==> config.mk <==
export PLATFORM = sky130hd
export DESIGN_NAME = acr_bank
export DESIGN_NICKNAME = d
export VERILOG_FILES = /design/src/rtl/acr_pkg.sv /design/src/rtl/acr_bank.sv
export VERILOG_INCLUDE_DIRS = /design/src /design/src/rtl
export SDC_FILE = /design/constraint.sdc
export NUM_CORES = 1
export LEC_CHECK = 0
export BUFFER_PORTS_ARGS = -buffer_cell sky130_fd_sc_hd__buf_2
export CAP_MARGIN = 20
export CORE_UTILIZATION = 54
export DETAILED_ROUTE_END_ITERATION = 16
export PLACE_DENSITY = 0.75
export SLEW_MARGIN = 30
export SYNTH_ARGS = -nofsm -noshare
export SYNTH_HDL_FRONTEND = slang
export SYNTH_SLANG_ARGS = --single-unit
==> constraint.sdc <==
create_clock -name i_core_clk -period 2.1 [get_ports i_core_clk]
set_clock_uncertainty 0.1 [all_clocks]
set_input_delay 0.105 -clock i_core_clk [delete_from_list [all_inputs] [get_ports i_core_clk]]
set_output_delay 0.105 -clock i_core_clk [all_outputs]
set_load 0.02 [all_outputs]
==> src/rtl/acr_defs.svh <==
`ifndef ACR_DEFS_SVH
`define ACR_DEFS_SVH
`define ACR_DEV_ADDR        7'h58
`define ACR_REG_FIRST       8'h01
`define ACR_REG_LAST        8'h07
`define ACR_RST_FUNC        8'hc3
`define ACR_RST_ATTACK      8'h05
`define ACR_RST_RELEASE     8'h0b
`define ACR_RST_HOLD        8'h00
`define ACR_RST_GAIN        8'h06
`define ACR_RST_LIMGATE     8'h3a
`define ACR_RST_CEILRATIO   8'hc2
`define ACR_BIT_NG          0
`define ACR_BIT_THERM       2
`define ACR_BIT_FAULT       3
`define ACR_BIT_SWS         5
`define ACR_BIT_EN          6
`define ACR_FUNC_WMASK      8'h6d
`define ACR_FUNC_FIXED      8'h82
`define ACR_F6_MASK         8'h3f
`define ACR_R7_MASK         8'hf3
`define ACR_RATIO_1TO1      2'b00
`define ACR_RETRY_NS        110000
`define ACR_CLK_NS          8
`define ACR_RETRY_CYC       ((`ACR_RETRY_NS + `ACR_CLK_NS - 1) / `ACR_CLK_NS)
`define ACR_DEGLITCH_CYC    8
`define ACR_TEST_RDATA      8'h00
`endif

==> src/rtl/acr_pkg.sv <==
package acr_pkg;
  typedef enum logic [2:0] {
    ACR_IDLE, ACR_ADDR, ACR_ACK, ACR_RX, ACR_TX, ACR_TXACK, ACR_SKIP
  } acr_state_t;

  typedef struct packed {
    logic       amp_on;
    logic       powered;
    logic       gate_active;
    logic       low_duty;
    logic       limiter_off;
    logic [1:0] gate_thresh;
    logic [4:0] limit_level;
    logic [3:0] max_gain;
    logic [1:0] ratio;
    logic [5:0] attack_interval;
    logic [5:0] release_interval;
    logic [5:0] hold_interval;
    logic [5:0] base_gain;
  } acr_ctrl_t;

  typedef struct packed {
    logic i_scl;
    logic i_sda;
  } acr_pins_t;
endpackage

==> src/rtl/acr_bank.sv <==
`timescale 1ns/100ps
`include "acr_defs.svh"
module acr_bank (
  input  wire logic              i_core_clk,
  input  wire logic              i_srst,
  input  wire logic              i_ce,
  input  wire acr_pkg::acr_pins_t i_pins,
  input  wire logic              i_short,
  input  wire logic              i_overtemp,
  output logic                   o_sda_oe_n,
  output acr_pkg::acr_ctrl_t     o_ctrl
);
  import acr_pkg::*;

  logic [2:0] scl_sync_reg;
  logic [2:0] sda_sync_reg;
  logic       scl_reg;
  logic       sda_reg;
  always_ff @(posedge i_core_clk) begin
    if (i_srst) begin
      scl_sync_reg <= 3'h7;
      sda_sync_reg <= 3'h7;
      scl_reg      <= 1'b1;
      sda_reg      <= 1'b1;
    end else if (i_ce) begin
      scl_sync_reg <= {scl_sync_reg[1:0], i_pins.i_scl};
      sda_sync_reg <= {sda_sync_reg[1:0], i_pins.i_sda};
      if (scl_sync_reg[1] == scl_sync_reg[2]) begin
        scl_reg <= scl_sync_reg[2];
      end
      if (sda_sync_reg[1] == sda_sync_reg[2]) begin
        sda_reg <= sda_sync_reg[2];
      end
    end
  end

  logic scl_new;
  logic sda_new;
  assign scl_new = (scl_sync_reg[1] == scl_sync_reg[2]) ? scl_sync_reg[2] : scl_reg;
  assign sda_new = (sda_sync_reg[1] == sda_sync_reg[2]) ? sda_sync_reg[2] : sda_reg;

  logic scl_rise;
  logic scl_fall;
  logic bus_start;
  logic bus_stop;
  assign scl_rise  = !scl_reg && scl_new;
  assign scl_fall  = scl_reg && !scl_new;
  assign bus_start = scl_reg && scl_new && sda_reg && !sda_new;
  assign bus_stop  = scl_reg && scl_new && !sda_reg && sda_new;

  logic [7:0] regs_reg [1:7];
  acr_state_t state_reg;
  logic [7:0] shift_reg;
  logic [3:0] bitcnt_reg;
  logic       rw_reg;
  logic       have_ptr_reg;
  logic       match_reg;
  logic [7:0] ptr_reg;
  logic       wr_stb;
  logic [7:0] wr_data;
  logic [7:0] rd_now;

  function automatic logic [7:0] rd_byte(input logic [7:0] a);
    rd_byte = `ACR_TEST_RDATA;
    if (a >= `ACR_REG_FIRST && a <= `ACR_REG_LAST) begin
      rd_byte = regs_reg[a[2:0]];
    end
  endfunction

  assign wr_stb  = i_ce && scl_fall && state_reg == ACR_RX && bitcnt_reg == 4'h8 && have_ptr_reg;
  assign wr_data = shift_reg;
  assign rd_now  = rd_byte(ptr_reg);

  always_ff @(posedge i_core_clk) begin
    if (i_srst) begin
      state_reg    <= ACR_IDLE;
      shift_reg    <= 8'h00;
      bitcnt_reg   <= 4'h0;
      rw_reg       <= 1'b0;
      have_ptr_reg <= 1'b0;
      match_reg    <= 1'b0;
      ptr_reg      <= 8'h00;
      o_sda_oe_n   <= 1'b1;
    end else if (i_ce) begin
      if (bus_start) begin
        state_reg    <= ACR_ADDR;
        bitcnt_reg   <= 4'h0;
        have_ptr_reg <= 1'b0;
        o_sda_oe_n   <= 1'b1;
      end else if (bus_stop) begin
        state_reg  <= ACR_IDLE;
        o_sda_oe_n <= 1'b1;
      end else if (scl_rise && (state_reg == ACR_ADDR || state_reg == ACR_RX)) begin
        shift_reg  <= {shift_reg[6:0], sda_reg};
        bitcnt_reg <= bitcnt_reg + 4'h1;
      end else if (scl_rise && state_reg == ACR_TXACK) begin
        if (sda_reg) begin
          state_reg <= ACR_SKIP;
        end
      end else if (scl_fall) begin
        unique case (state_reg)
          ACR_ADDR: begin
            if (bitcnt_reg == 4'h8) begin
              if (shift_reg[7:1] == `ACR_DEV_ADDR) begin
                rw_reg     <= shift_reg[0];
                match_reg  <= 1'b1;
                o_sda_oe_n <= 1'b0;
                state_reg  <= ACR_ACK;
              end else begin
                state_reg <= ACR_SKIP;
              end
            end
          end
          ACR_RX: begin
            if (bitcnt_reg == 4'h8) begin
              o_sda_oe_n <= 1'b0;
              state_reg  <= ACR_ACK;
              if (!have_ptr_reg) begin
                ptr_reg      <= shift_reg;
                have_ptr_reg <= 1'b1;
              end else begin
                ptr_reg <= ptr_reg + 8'h01;
              end
            end
          end
          ACR_ACK: begin
            bitcnt_reg <= 4'h0;
            if (rw_reg && match_reg) begin
              shift_reg  <= rd_now;
              o_sda_oe_n <= rd_now[7];
              state_reg  <= ACR_TX;
            end else begin
              o_sda_oe_n <= 1'b1;
              state_reg  <= ACR_RX;
            end
            match_reg <= 1'b0;
          end
          ACR_TX: begin
            if (bitcnt_reg == 4'h7) begin
              o_sda_oe_n <= 1'b1;
              ptr_reg    <= ptr_reg + 8'h01;
              state_reg  <= ACR_TXACK;
            end else begin
              o_sda_oe_n <= shift_reg[6];
              shift_reg  <= {shift_reg[6:0], 1'b0};
              bitcnt_reg <= bitcnt_reg + 4'h1;
            end
          end
          ACR_TXACK: begin
            bitcnt_reg <= 4'h0;
            shift_reg  <= rd_now;
            o_sda_oe_n <= rd_now[7];
            state_reg  <= ACR_TX;
          end
          ACR_IDLE, ACR_SKIP: begin
            o_sda_oe_n <= 1'b1;
          end
        endcase
      end
    end
  end

  logic [7:0] therm_cnt_reg;
  logic       therm_evt;
  logic       short_evt;
  logic       short_reg;
  logic       ot_reg;
  always_ff @(posedge i_core_clk) begin
    if (i_srst) begin
      short_reg     <= 1'b0;
      ot_reg        <= 1'b0;
      therm_cnt_reg <= 8'h00;
    end else if (i_ce) begin
      short_reg <= i_short;
      ot_reg    <= i_overtemp;
      if (!ot_reg) begin
        therm_cnt_reg <= 8'h00;
      end else if (therm_cnt_reg != 8'(`ACR_DEGLITCH_CYC)) begin
        therm_cnt_reg <= therm_cnt_reg + 8'h01;
      end
    end
  end
  assign therm_evt = therm_cnt_reg == 8'(`ACR_DEGLITCH_CYC);
  assign short_evt = short_reg;

  logic [7:0] func_next;
  always_comb begin
    func_next = regs_reg[1];
    if (wr_stb && ptr_reg == 8'h01) begin
      func_next = (wr_data & `ACR_FUNC_WMASK) | `ACR_FUNC_FIXED;
    end
    if (short_evt) begin
      func_next[`ACR_BIT_FAULT] = 1'b1;
    end
    if (therm_evt) begin
      func_next[`ACR_BIT_THERM] = 1'b1;
    end
  end

  genvar gi;
  generate
    for (gi = 1; gi <= 7; gi++) begin : g_reg
      localparam logic [7:0] RST = (gi == 1) ? `ACR_RST_FUNC : (gi == 2) ? `ACR_RST_ATTACK :
                                   (gi == 3) ? `ACR_RST_RELEASE : (gi == 4) ? `ACR_RST_HOLD :
                                   (gi == 5) ? `ACR_RST_GAIN : (gi == 6) ? `ACR_RST_LIMGATE :
                                   `ACR_RST_CEILRATIO;
      localparam logic [7:0] MSK = (gi <= 5) ? `ACR_F6_MASK : (gi == 6) ? 8'hff : `ACR_R7_MASK;
      always_ff @(posedge i_core_clk) begin
        if (i_srst) begin
          regs_reg[gi] <= RST;
        end else if (i_ce) begin
          if (gi == 1) begin
            regs_reg[gi] <= func_next;
          end else if (wr_stb && ptr_reg == 8'(gi)) begin
            regs_reg[gi] <= wr_data & MSK;
          end
        end
      end
    end
  endgenerate

  logic [$clog2(`ACR_RETRY_CYC + 1)-1:0] retry_cnt_reg;
  logic                                  low_duty_reg;
  always_ff @(posedge i_core_clk) begin
    if (i_srst) begin
      retry_cnt_reg <= '0;
      low_duty_reg  <= 1'b0;
    end else if (i_ce) begin
      if (short_evt) begin
        low_duty_reg <= 1'b1;
        retry_cnt_reg <= '0;
      end else if (low_duty_reg) begin
        if (retry_cnt_reg == ($bits(retry_cnt_reg))'(`ACR_RETRY_CYC - 1)) begin
          low_duty_reg  <= 1'b0;
          retry_cnt_reg <= '0;
        end else begin
          retry_cnt_reg <= retry_cnt_reg + 1'b1;
        end
      end
    end
  end

  always_ff @(posedge i_core_clk) begin
    if (i_srst) begin
      o_ctrl <= '0;
    end else if (i_ce) begin
      o_ctrl.powered          <= !regs_reg[1][`ACR_BIT_SWS];
      o_ctrl.amp_on           <= regs_reg[1][`ACR_BIT_EN] && !regs_reg[1][`ACR_BIT_SWS]
                                 && !ot_reg && !low_duty_reg;
      o_ctrl.gate_active      <= regs_reg[1][`ACR_BIT_NG]
                                 && regs_reg[7][1:0] != `ACR_RATIO_1TO1;
      o_ctrl.low_duty         <= low_duty_reg;
      o_ctrl.limiter_off      <= regs_reg[6][7];
      o_ctrl.gate_thresh      <= regs_reg[6][6:5];
      o_ctrl.limit_level      <= regs_reg[6][4:0];
      o_ctrl.max_gain         <= regs_reg[7][7:4];
      o_ctrl.ratio            <= regs_reg[7][1:0];
      o_ctrl.attack_interval  <= regs_reg[2][5:0];
      o_ctrl.release_interval <= regs_reg[3][5:0];
      o_ctrl.hold_interval    <= regs_reg[4][5:0];
      o_ctrl.base_gain        <= regs_reg[5][5:0];
    end
  end
endmodule

* Word-level counts from Yosys, hierarchy flattened
Memory sizes are Yosys's and may differ from the RTL's. A register that Yosys moved wholly into a read port is not among the register bits.
Index checks and enable logic that the tools add are counted.
** Storage, ports and cells
- Register bits after elaboration :: 70
- Bits in writable memories :: 56
- Memories kept :: 1
- Output and inout bits :: 43
- Bits of input ports :: 7
- Logic and storage cells :: 247
** Cells by class
- Order comparisons :: 2
- Equal/unequal tests :: 43
- Bitwise operators :: 11
- Reductions and logical operators :: 61
- Mux-type cells :: 102
- $add $sub $neg :: 4
** Memory list
- regs_reg :: words 7, bits a word 8, rd ports 8, clocked after Yosys merged registers in 6, wr ports 7, RTL line acr_bank.sv:51 : logic [7:0] regs_reg [1:7];
** Operators by type and width (number)
- 8-bit two-way mux :: 19
- 1-bit two-way mux :: 55
- 14-bit two-way mux :: 3
- 3-bit two-way mux :: 13
- 8-bit by 3-bit == test with 1-bit output (second input constant) :: 4
- 9-bit AND reduction :: 3
- 1-bit logical AND :: 26
- 4-bit two-way mux :: 6
- 8-bit one-hot mux with 3 select lines :: 1
- 8-bit by 1-bit adder with 8-bit output (second input constant) :: 2
- 8-bit by 2-bit == test with 1-bit output (second input constant) :: 2
- 8-bit one-hot mux with 2 select lines :: 1
- 8-bit AND reduction :: 2
- 2-bit nonzero test :: 8
- 3-bit != test (second input constant) :: 5
- 3-bit one-hot mux with 5 select lines :: 1
- 14-bit by 1-bit adder with 14-bit output (second input constant) :: 1
- 14-bit == test (second input constant) :: 1
- 7-bit AND reduction :: 2
- 2-bit != test (second input constant) :: 6
- 4-bit != test (second input constant) :: 3
- 4-bit nonzero test :: 3
- 3-bit == test (second input constant) :: 3
- 8-bit by 1-bit == test with 1-bit output (second input constant) :: 1
- other kinds (29) :: 52

* Longest topological paths before layout
Gate-level depths: netlist of the first run.
- Depth in word-level cells :: 14
- Gate-level depth with buffers :: 8
- Mapped depth without buffers :: 7

* Worst setup path before layout of the first run
No wires, ideal clock.
- Path type :: flip-flop to flip-flop
- Start point :: register scl_sync_reg[1]
- End point :: memory regs_reg[6][0], enable pin
- Path buffers :: 1
- Path slack :: 0.098 ns
- Library setup time :: 0.329 ns
- Data required time :: 1.671 ns
- Period minus slack after synthesis :: 2.002 ns
- Arrival time :: 1.573 ns
- Cell stages (with the launch flop) :: 7
- Path through :: dfxtp_1 > buf_6 > and4bb_2 > nand4_4 > nor3_1 > nand2_1 > nand2_1
** RTL lines
- start: declaration :: RTL line acr_bank.sv:15 : logic [2:0] scl_sync_reg;
- start signal: assignment :: RTL line acr_bank.sv:26 : scl_sync_reg <= {scl_sync_reg[1:0], i_pins.i_scl};
- end: declaration :: RTL line acr_bank.sv:51

==> metrics.txt, run 1 <==
status finished, final reports clean; Int Pwr 4800 uW; H-tree levels 4; Yosys warning count 0; Mapped Cells 727; Max IR drop VDD around 550 uV; sequential area share after synthesis between 40% and 50%; Worst Path Required about 2.2 ns; largest net degree at the start of global routing 71; WL per Instance 17.4 microns; Site Rows 41; FF-to-FF Start ptr_reg[6]; Crit Path Class reg -> reg; max_slew headroom ~53%; Crit Path Max Fanout 4; die area approximately 14000 sq um; kind of end point of the critical path flop; Die Span Y 116 microns; crit start category flop; core area ~13000 sq um; total grt overflow 0; Post-synth EDFFs 43; placed cell areas 7790 sq um; r2r endpoint regs_reg[1][3]; combinational share of power 6.0%; Setup crit start ptr_reg[6]; Total Wirelength 17500 microns; DRT Pass-1 Iters 6; Mapped Avg Cell Area slightly below 10 sq um; PortBufs 49; DRT iter0 DRCs 341; NetSw 1500 uW; Global Route Usage Sum 27.1%; TritonCTS Buffers 17; Sequential Power Share between 40% and 50%; Final period util 99.3%; WHS Path Cells 3; global-route wire length before repair 27900 microns; CTS tree yes; Lkg Pwr between 0.003 and 0.004 uW; FF+latch area between 3000 and 4000 sq um; Diodes inserted 0; final worst slack between 0.015 and 0.02 ns; post-layout min period 2.08 ns; syn nets 745; clk buf depth 2; Worst Hold End scl_sync_reg[2]; post-synthesis async set-or-reset flop share 0%; buffer type at the clock tree root clkbuf_16; Power Density 738 nW/um^2; power consumption 6300 uW; most common flop cell mapped by yosys dfxtp_1; CTS Sinks ~150; Hold Violations, Final 0; Max Slew Vio Count 0; initial antenna violation count 0; fill count 998; worst path arrival time ~2.2 ns; RSZ-0062 raised after global routing yes; Final Util 67.4%; mapped cell area 7050 sq um; Clock transition at path regs around 0.06 ns; switching share of total power 23.8%; hpwl dp about 12000 microns; Area Growth Syn to Fin 21.2%; worst slew pin tran about 0.69 ns; via count of the first global-routing pass 5603; max reg flops 43; R2R Setup Slk 0.02 ns; GP Congestion 0.900; Final Net Count 839; design area 8540 sq um; Vias/cell 5.83; HP Class in -> reg; die width between 100 and 150 microns; Max-cap violations 0; Post-DRT Antenna Nets 0; Reg2Reg Depth 6; clock share of power between 40% and 50%; proportion of layout cells with a drive suffix above 1 between 20% and 30%; HP Start i_ce; dpl ws -0.0457 ns; fmax 0.480 GHz; Initial Utilization 55.6%; Clk Latency, worst-skew pair 0.43 ns; post-route DRC violation count 0; via count of the routed design 5869; #FFs+latches synth 148; area of the multi-input gates between 3000 and 4000 sq um; io pins 50; # setup viols final 0; synth unique cells 76; setup TNS 0 ns
## timing repair
item | in CTS | in global routing
hold endpoints to repair | 13 | 0
gates resized for setup | 2 | 33
hold buffers | 5 | 0
pin swaps | 2 | 9
endpoints found under the setup margin | 4 | 97
buffers inserted | 2 | 2
## kinds of logic (layout without fill, tap and decap cells)
logic type	count (synthesis)	after routing	share of synthesized area, %
AO/OA/AOI/OAI	138	138	12.9
XOR/XNOR	14	14	1.74
adder cells (fa/ha/maj)	11	11	1.95
buffers and inverters	62	169	3.69
flip-flops	148	148	48.2
multiplexers	64	64	9.87
AND/OR/NAND/NOR	290	290	21.6
## synthesized netlist by cell type, drive strengths merged (5+ instances only)
cell	instances	area [sq um]
dfxtp	105	2100
nor2	97	364
nand2	63	236
mux2i	56	561
edfxtp	43	1290
a21oi	42	221
o21ai	26	130
clkbuf	23	86.3
inv	22	82.6
and3	19	119
nand3	18	90.1
buf	16	87.6
nand4	13	96.3
ha	11	138
nor3	11	71.3
o211ai	11	82.6
xor2	11	96.3
nand2b	10	62.6
a311oi	9	78.8
a211oi	8	60.1
a21o	8	60.1
or3	8	50.1
nand3b	7	52.6
a22oi	5	37.5
nor2b	5	31.3
nor3b	5	42.5
nor4	5	52.6
or2	5	31.3
## worst max path at each step
stage,slack [ns],end,cells after the start
6_report,0.02,regs_reg[1][3],6
4_1_cts,0.005,regs_reg[2][5],6
3_5_place_dp,-0.05,regs_reg[1][3],8
2_1_floorplan,0.1,regs_reg[6][0],6
3_3_place_gp,0.06,regs_reg[1][3],8
5_1_grt,-0.07,regs_reg[3][0],6
## cells in the final DEF (no fill, tap or decap), types with 5 or more instances in the layout
master         instances
buf_4                 56
clkinv_2               5
clkbuf_16             17
nand2_2                5
edfxtp_1              43
a211oi_1               8
o211ai_1              11
buf_2                 48
dfxtp_1              102
nor2b_1                5
nand3_1               16
ha_1                  10
dlygate4sd3_1          5
nand3b_1               7
nand4_1               12
nor3_1                 8
a21oi_1               40
nor2_1                93
mux2i_1               56
and3_1                19
or3_1                  8
o21ai_0               21
a311oi_1               9
o21ai_1                5
xor2_1                11
a21o_1                 8
inv_1                 22
nand2b_1              10
nand2_1               58
a22oi_1                5
## cell type report
cell class	instances	share of cell area, %
Tap cell	172	2.52
Timing Repair Buffer	114	9.29
Sequential cell	148	39.8
Clock inverter	13	1.25
Clock buffer	19	5.07
Multi-Input combinational cell	517	41.0
Inverter	23	1.01
## power groups by stage
stage               Sequential [uW]  Clock (uW)  Combinational, uW
detailed placement             3180           0                367
floorplan                      3210           0                201
global placement               3170           0                356
CTS                            3110        2830                377
finish                         3110        2810                379
global route                   3120        2950                413
## worst max-delay path: stages (launching register included)
cell     delay [ns]
dfxtp_4        0.36
nor4_4         0.35
nand3_2        0.17
buf_4          0.17
nor4_4         0.33
mux2i_1        0.26
a21oi_1        0.10
## stage by stage
stage                     cells  hold slack (ns)
after global routing       1006            0.165
after global placement      965            0.222
after detailed placement    965            0.226
after floorplan             727            0.133
after CTS                  1004            0.149
final                      1006            0.137
## routing by layer
layer  up-vias  routed length [microns]  track usage [%]
li1       2819                        -                -
met1      2803                     7300             32.6
met2       215                     8760             47.0
met3        32                     1080             6.18
met4         0                      311             10.8
met5         -                        0                0
Power figures use the tool's default switching activity.
==> run 2: changes to the inputs <==
CELL_PAD_IN_SITES_DETAIL_PLACEMENT = 0   (was default)
CELL_PAD_IN_SITES_GLOBAL_PLACEMENT = 2   (was default)
CORE_MARGIN = 3   (was default)
CORE_UTILIZATION = 35   (was 54)
PLACE_DENSITY = default   (was 0.75)
PLACE_DENSITY_LB_ADDON = 0.1   (was default)
==> run 2 against run 1 <==
Combinational power up 2%. Power up 0.82%. First-iteration DRC count down 6.2%. Register-to-register slack better by 0.04 ns. Clock-buffer cell count down 1. Worst setup slack better by 0.040 ns. Sequential power about the same. Sequential cell count unchanged. Sequential share of layout area down 0.83 points. Fmax up 2.0%. Critical endpoint unchanged. Largest cell class unchanged.
==> metrics.txt, run 2 (synthesized netlist as in run 1, its figures left out) <==
Reg2Reg Depth 7 (+1); global-route wire length before repair 30100 microns (+7.9%); CTS tree yes; die width 148 microns (+27%); Clk Latency, worst-skew pair 0.42 ns (about the same); Die Span Y 148 microns (+27%); Worst Path Required 2.17 ns (about the same); Hold Violations, Final 0 (unchanged); Crit Path Class reg -> reg; power consumption 6360 uW (+0.82%); RSZ-0062 raised after global routing yes; io pins 50 (unchanged); crit start category flop; Area Growth Syn to Fin 23.7%; stages on the worst setup path 7 (+1); DRT Pass-1 Iters 4 (-2); proportion of layout cells with a drive suffix above 1 23.2% (+0.75 points); dpl ws -0.139 ns (-0.0930 ns); die area 21900 sq um (+62%); DRT iter0 DRCs 320 (-6.2%); TritonCTS Buffers 17 (unchanged); HP Class in -> reg; post-route DRC violation count 0 (unchanged); Critical Path Most Common Cell nor4_4; GP Congestion 0.848 (-5.8%); Total Wirelength 19000 microns (+8.6%); largest net degree at the start of global routing 71 (unchanged); Final Util 44.5% (-23 points); via count of the routed design 5655 (-3.6%); fill count 1923 (+93%); fmax 0.489 GHz (+2.0%); status finished, final reports clean; Final period util 97.4% (-1.9 points); worst hold margin 0.0990 ns (-0.0382 ns); Layout Cells excl Fill 1111 (+10%); hpwl dp 13800 microns (+13%); worst path arrival time 2.11 ns (-0.05 ns); Max stage delay on crit path 0.34 ns (-0.02 ns); Max-cap violations 0 (unchanged); post-layout min period 2.04 ns (-0.0400 ns); via count of the first global-routing pass 5571 (-0.57%); WL per Instance 17.1 microns (-1.6%); H-tree levels 4 (unchanged); Initial Utilization 36.0% (-20 points); final worst slack 0.0554 ns (+0.0400 ns); worst slew pin tran 0.577 ns (-0.114 ns); Final Net Count 851 (+1.4%); Power Density 729 nW/um^2 (-1.2%); PortBufs 49 (unchanged); initial antenna violation count 0 (unchanged); Global Route Usage Sum 17.5% (-9.6 points); most common cell after layout, fill and taps aside dfxtp_1; Crit Path Max Fanout 4 (unchanged); max_slew headroom 61.5% (+8.0 points); critical path buffer and inverter count 2 (+1); Max Slew Vio Count 0 (unchanged); most frequent cells in the layout dfxtp_1, nor2_1, buf_4, nand2_1, mux2i_1; Vias/cell 5.09 (-13%); Diodes inserted 0 (unchanged); CTS Sinks 148 (unchanged); kind of end point of the critical path flop; clk buf depth 2 (unchanged); delay-heaviest family, CP simple AND/OR/NAND/NOR gates; CP max-delay cell nor4_4; Lkg Pwr 0.00337 uW (+1.8%); # setup viols final 0 (unchanged); Post-DRT Antenna Nets 0 (unchanged); Max IR drop VDD 555 uV (+1.6%); WHS Path Cells 3 (unchanged); buffer type at the clock tree root clkbuf_16; core area 19600 sq um (+55%); total grt overflow 0 (unchanged); max reg flops 43 (unchanged); placed insts 1071 (+11%); Clock transition at path regs 0.06 ns (about the same); crit-path cells nor4_4, buf_4, nand3_2, buf_6, nor4_4, mux2i_1, a21oi_1; Site Rows 51 (+24%)
==> run 2: changes by cell type in the layout (fill, tap and decap cells not counted), moves of 2 or more <==
cell / before / now
clkinv_2: 5 / 0
nor2_2: 4 / 1
buf_4: 56 / 69
inv_6: 3 / 8
clkinvlp_4: 2 / 5
nand2_1: 58 / 56
nor4_2: 2 / 0
nor2_1: 93 / 96
==> run 2: final timing paths <==
kind | startpoint | to | slack, ns
setup / recovery | ptr_reg[3] | regs_reg[1][3] | 0.06
hold reg to reg | o_ctrl[38] | o_ctrl[38] | 0.37
hold / removal | i_srst | o_sda_oe_n | 0.1
setup reg to reg | ptr_reg[3] | regs_reg[1][3] | 0.06
==> run 2: worst register-to-register path, delay by kind of cell (launching register included) <==
family / cells / cell delay [ns]
multiplexers: 1 / 0.27
AO/OA/AOI/OAI: 1 / 0.09
AND/OR/NAND/NOR: 3 / 0.69
buffers and inverters: 2 / 0.31
flip-flops: 1 / 0.33
==> run 2: final cells by class <==
type	instances	area [sq um]	share of cell area (%)
Clock buffer	18	429	4.93
Timing Repair Buffer	126	872	10.0
Sequential cell	148	3400	39.0
Clock inverter	14	114	1.31
Inverter	23	86.3	0.991
Tap cell	265	332	3.81
Multi-Input combinational cell	517	3480	40.0
==> run 2: stage by stage <==
step	setup TNS, ns	area [sq um]
detailed placement	-2.54	7990
CTS	0	8620
global route	-0.247	8710
finish	0	8710
global placement	-0.334	7990
floorplan	0	7050
==> run 2: power breakdown <==
group | internal (uW) | switching [uW] | leakage (uW)
logic | 145 | 242 | 0.00184
registers | 3040 | 70.0 | 0.00128
clock network | 1540 | 1320 | 0.000252
==> run 2: timing repair <==
action,in CTS,in global routing
hold buffers,4,0
buffers inserted,1,3
endpoints found under the setup margin,58,84
pin swaps,2,9
endpoints found under the hold margin,4,0
resized for setup,11,17
==> run 2: metal layers <==
metal | vias up | GRT usage, % | routed length, microns
met1 | 2705 | 22.7 | 8750
met2 | 96 | 29.6 | 9340
met5 | - | 0 | 0
met4 | 0 | 5.77 | 218
li1 | 2844 | - | -
met3 | 10 | 3.16 | 647
==> run 3: changes to the inputs <==
PLACE_DENSITY_LB_ADDON = 0.2   (was 0.1)
SKIP_CTS_REPAIR_TIMING = 1   (was default)
==> run 3 against run 2 <==
The run now ends with hold timing left. Sequential share of layout area decreased by 0.97 points. Via count rose by 1.5%. Worst hold slack lost 0.10 ns. Fmax decreased by 1.2%. Register-to-register slack worse by 0.03 ns. Cell count grew 0.63%. Wire length fell by 0.94%. Clock-buffer cell count increased by 1. First-iteration DRC count grew 11%. Power is 7.7% higher. Non-clock buffer count grew 7. Critical path type unchanged. Largest power group is now clock.
==> metrics.txt, run 3 (synthesized netlist as in run 1, its figures left out) <==
Worst Hold End shift_reg[5]; io pins 50 (unchanged); Max IR drop VDD 552 uV (-0.67%); worst slew pin tran 0.665 ns (+0.0880 ns); max_slew headroom 55.7% (-5.8 points); R2R Setup Slk 0.03 ns (-0.03 ns); Sequential Power Share 45.5% (-3.4 points); FF-to-FF Start ptr_reg[5]; worst path arrival time 2.14 ns (+0.03 ns); placed cell areas 8070 sq um (+1.0%); initial antenna violation count 0 (unchanged); PortBufs 49 (unchanged); die width 148 microns (unchanged); WHS Path Cells 2 (-1); combinational share of power 5.6% (-0.5 points); global-route wire length before repair 30900 microns (+2.7%); CTS Sinks 148 (unchanged); fmax 0.483 GHz (-1.2%); Reg2Reg Depth 8 (+1); Clock transition at path regs 0.06 ns (about the same); Final Util 45.7% (+1.2 points); CTS tree yes; Clk Latency, worst-skew pair 0.43 ns (about the same); NetSw 1580 uW (-3.3%); post-layout min period 2.07 ns (+0.0254 ns); r2r endpoint regs_reg[1][3]; Max Slew Vio Count 0 (unchanged); Crit Path Max Fanout 4 (unchanged); H-tree levels 4 (unchanged); Int Pwr 5270 uW (+12%); proportion of layout cells with a drive suffix above 1 25.1% (+1.9 points); GP Congestion 0.831 (-2.1%); max reg flops 43 (unchanged); most frequent cells in the layout dfxtp_1, nor2_1, buf_4, nand2_1, mux2i_1; # setup viols final 0 (unchanged); design area 8940 sq um (+2.7%); critical path buffer and inverter count 3 (+1); crit-path cells nor4_4, buf_4, nand3_2, buf_6, buf_6, nor4_4, mux2i_1, a21oi_1; via count of the first global-routing pass 5718 (+2.6%); Final Net Count 858 (+0.82%); Max stage delay on crit path 0.33 ns (about the same); Initial Utilization 36.0% (unchanged); Diodes inserted 0 (unchanged); clk buf depth 2 (unchanged); delay-heaviest family, CP simple AND/OR/NAND/NOR gates; Hold Violations, Final 2 (+2); total grt overflow 0 (unchanged); HP Class in -> reg; crit start category flop; status complete, but fails checks; RSZ-0062 raised after global routing yes; die area 21900 sq um (unchanged); most common cell after layout, fill and taps aside dfxtp_1; Global Route Usage Sum 17.7% (+0.23 points); Worst Path Required 2.17 ns (about the same); clock share of power 48.9% (+3.9 points); Crit Path Class reg -> reg; Lkg Pwr 0.00349 uW (+3.4%); Area Growth Syn to Fin 27.0%; kind of end point of the critical path flop; DRT Pass-1 Iters 4 (unchanged); via count of the routed design 5740 (+1.5%); hpwl dp 13800 microns (+0.11%); largest net degree at the start of global routing 42 (-41%); switching share of total power 23.0% (-2.6 points); buffer type at the clock tree root clkbuf_16; WL per Instance 16.8 microns (-1.6%); Total Wirelength 18800 microns (-0.94%); Die Span Y 148 microns (unchanged); CP max-delay cell dfxtp_2; HP Start i_srst; Site Rows 51 (unchanged); violations in the final reports hold timing; worst hold margin -0.00391 ns (-0.103 ns); Final period util 98.6% (+1.2 points); core area 19600 sq um (unchanged); Vias/cell 5.13 (+0.87%); Max-cap violations 0 (unchanged); TritonCTS Buffers 17 (unchanged); DRT iter0 DRCs 356 (+11%); Post-DRT Antenna Nets 0 (unchanged); fill count 1924 (+0.052%); Power Density 765 nW/um^2 (+4.9%); post-route DRC violation count 0 (unchanged)
## run 3: cell count changes in the layout (fill, tap and decap cells not counted), sizes merged
cell / delta
buf: +7
inv: -5
bufinv: +4
clkinv: +4
clkinvlp: -4
clkbuf: +1
## run 3: worst max-delay path by stage
stage,startpoint,end,slack (ns),depth (start not counted)
after floorplan,scl_sync_reg[1],regs_reg[6][0],0.1,6
after global placement,ptr_reg[3],regs_reg[7][4],-0.03,8
after detailed placement,ptr_reg[3],regs_reg[7][5],-0.08,8
after CTS,ptr_reg[3],regs_reg[7][5],-0.11,8
after global routing,scl_sync_reg[1],bitcnt_reg[3],-0.07,6
final,ptr_reg[5],regs_reg[1][3],0.03,8
## run 3: worst register-to-register path: cells and delay by family, from the launching register on
family,cells,cell delay [ns]
AND/OR/NAND/NOR,3,0.63
buffers and inverters,3,0.44
flip-flops,1,0.33
multiplexers,1,0.23
AO/OA/AOI/OAI,1,0.08
## run 3: power groups by stage
stage               logic (uW)  registers, uW  clock network [uW]
floorplan                  201           3210                   0
global placement           377           3170                   0
detailed placement         383           3180                   0
CTS                        385           3120                3410
global route               427           3130                3540
finish                     386           3120                3340
## run 3: cell type report
class | count | area, sq um | share of cell area (%)
flip-flops and latches | 148 | 3400 | 38.0
multi-input cells | 517 | 3530 | 39.5
clock inverters | 13 | 195 | 2.18
inverters | 23 | 86.3 | 0.965
well taps | 265 | 332 | 3.71
clock buffers | 19 | 454 | 5.08
repair buffers | 133 | 945 | 10.6
## run 3: routing by layer
layer | up-vias | routed length [microns] | track usage [%]
met5 | - | 0 | 0
met4 | 0 | 257 | 5.64
met3 | 17 | 647 | 2.97
met2 | 103 | 9160 | 29.4
met1 | 2761 | 8720 | 23.8
li1 | 2859 | - | -
## run 3: per-stage QoR
| step | setup slack, ns | cells | power [uW] | setup TNS [ns] |
|---|---|---|---|---|
| after detailed placement | -0.0785 | 1080 | 3560 | -1.77 |
| after global placement | -0.0328 | 1080 | 3550 | -0.499 |
| final | 0.0300 | 1118 | 6850 | 0 |
| after CTS | -0.106 | 1112 | 6910 | -2.44 |
| after global routing | -0.0669 | 1118 | 7090 | -0.468 |
| after floorplan | 0.0981 | 727 | 3410 | 0 |
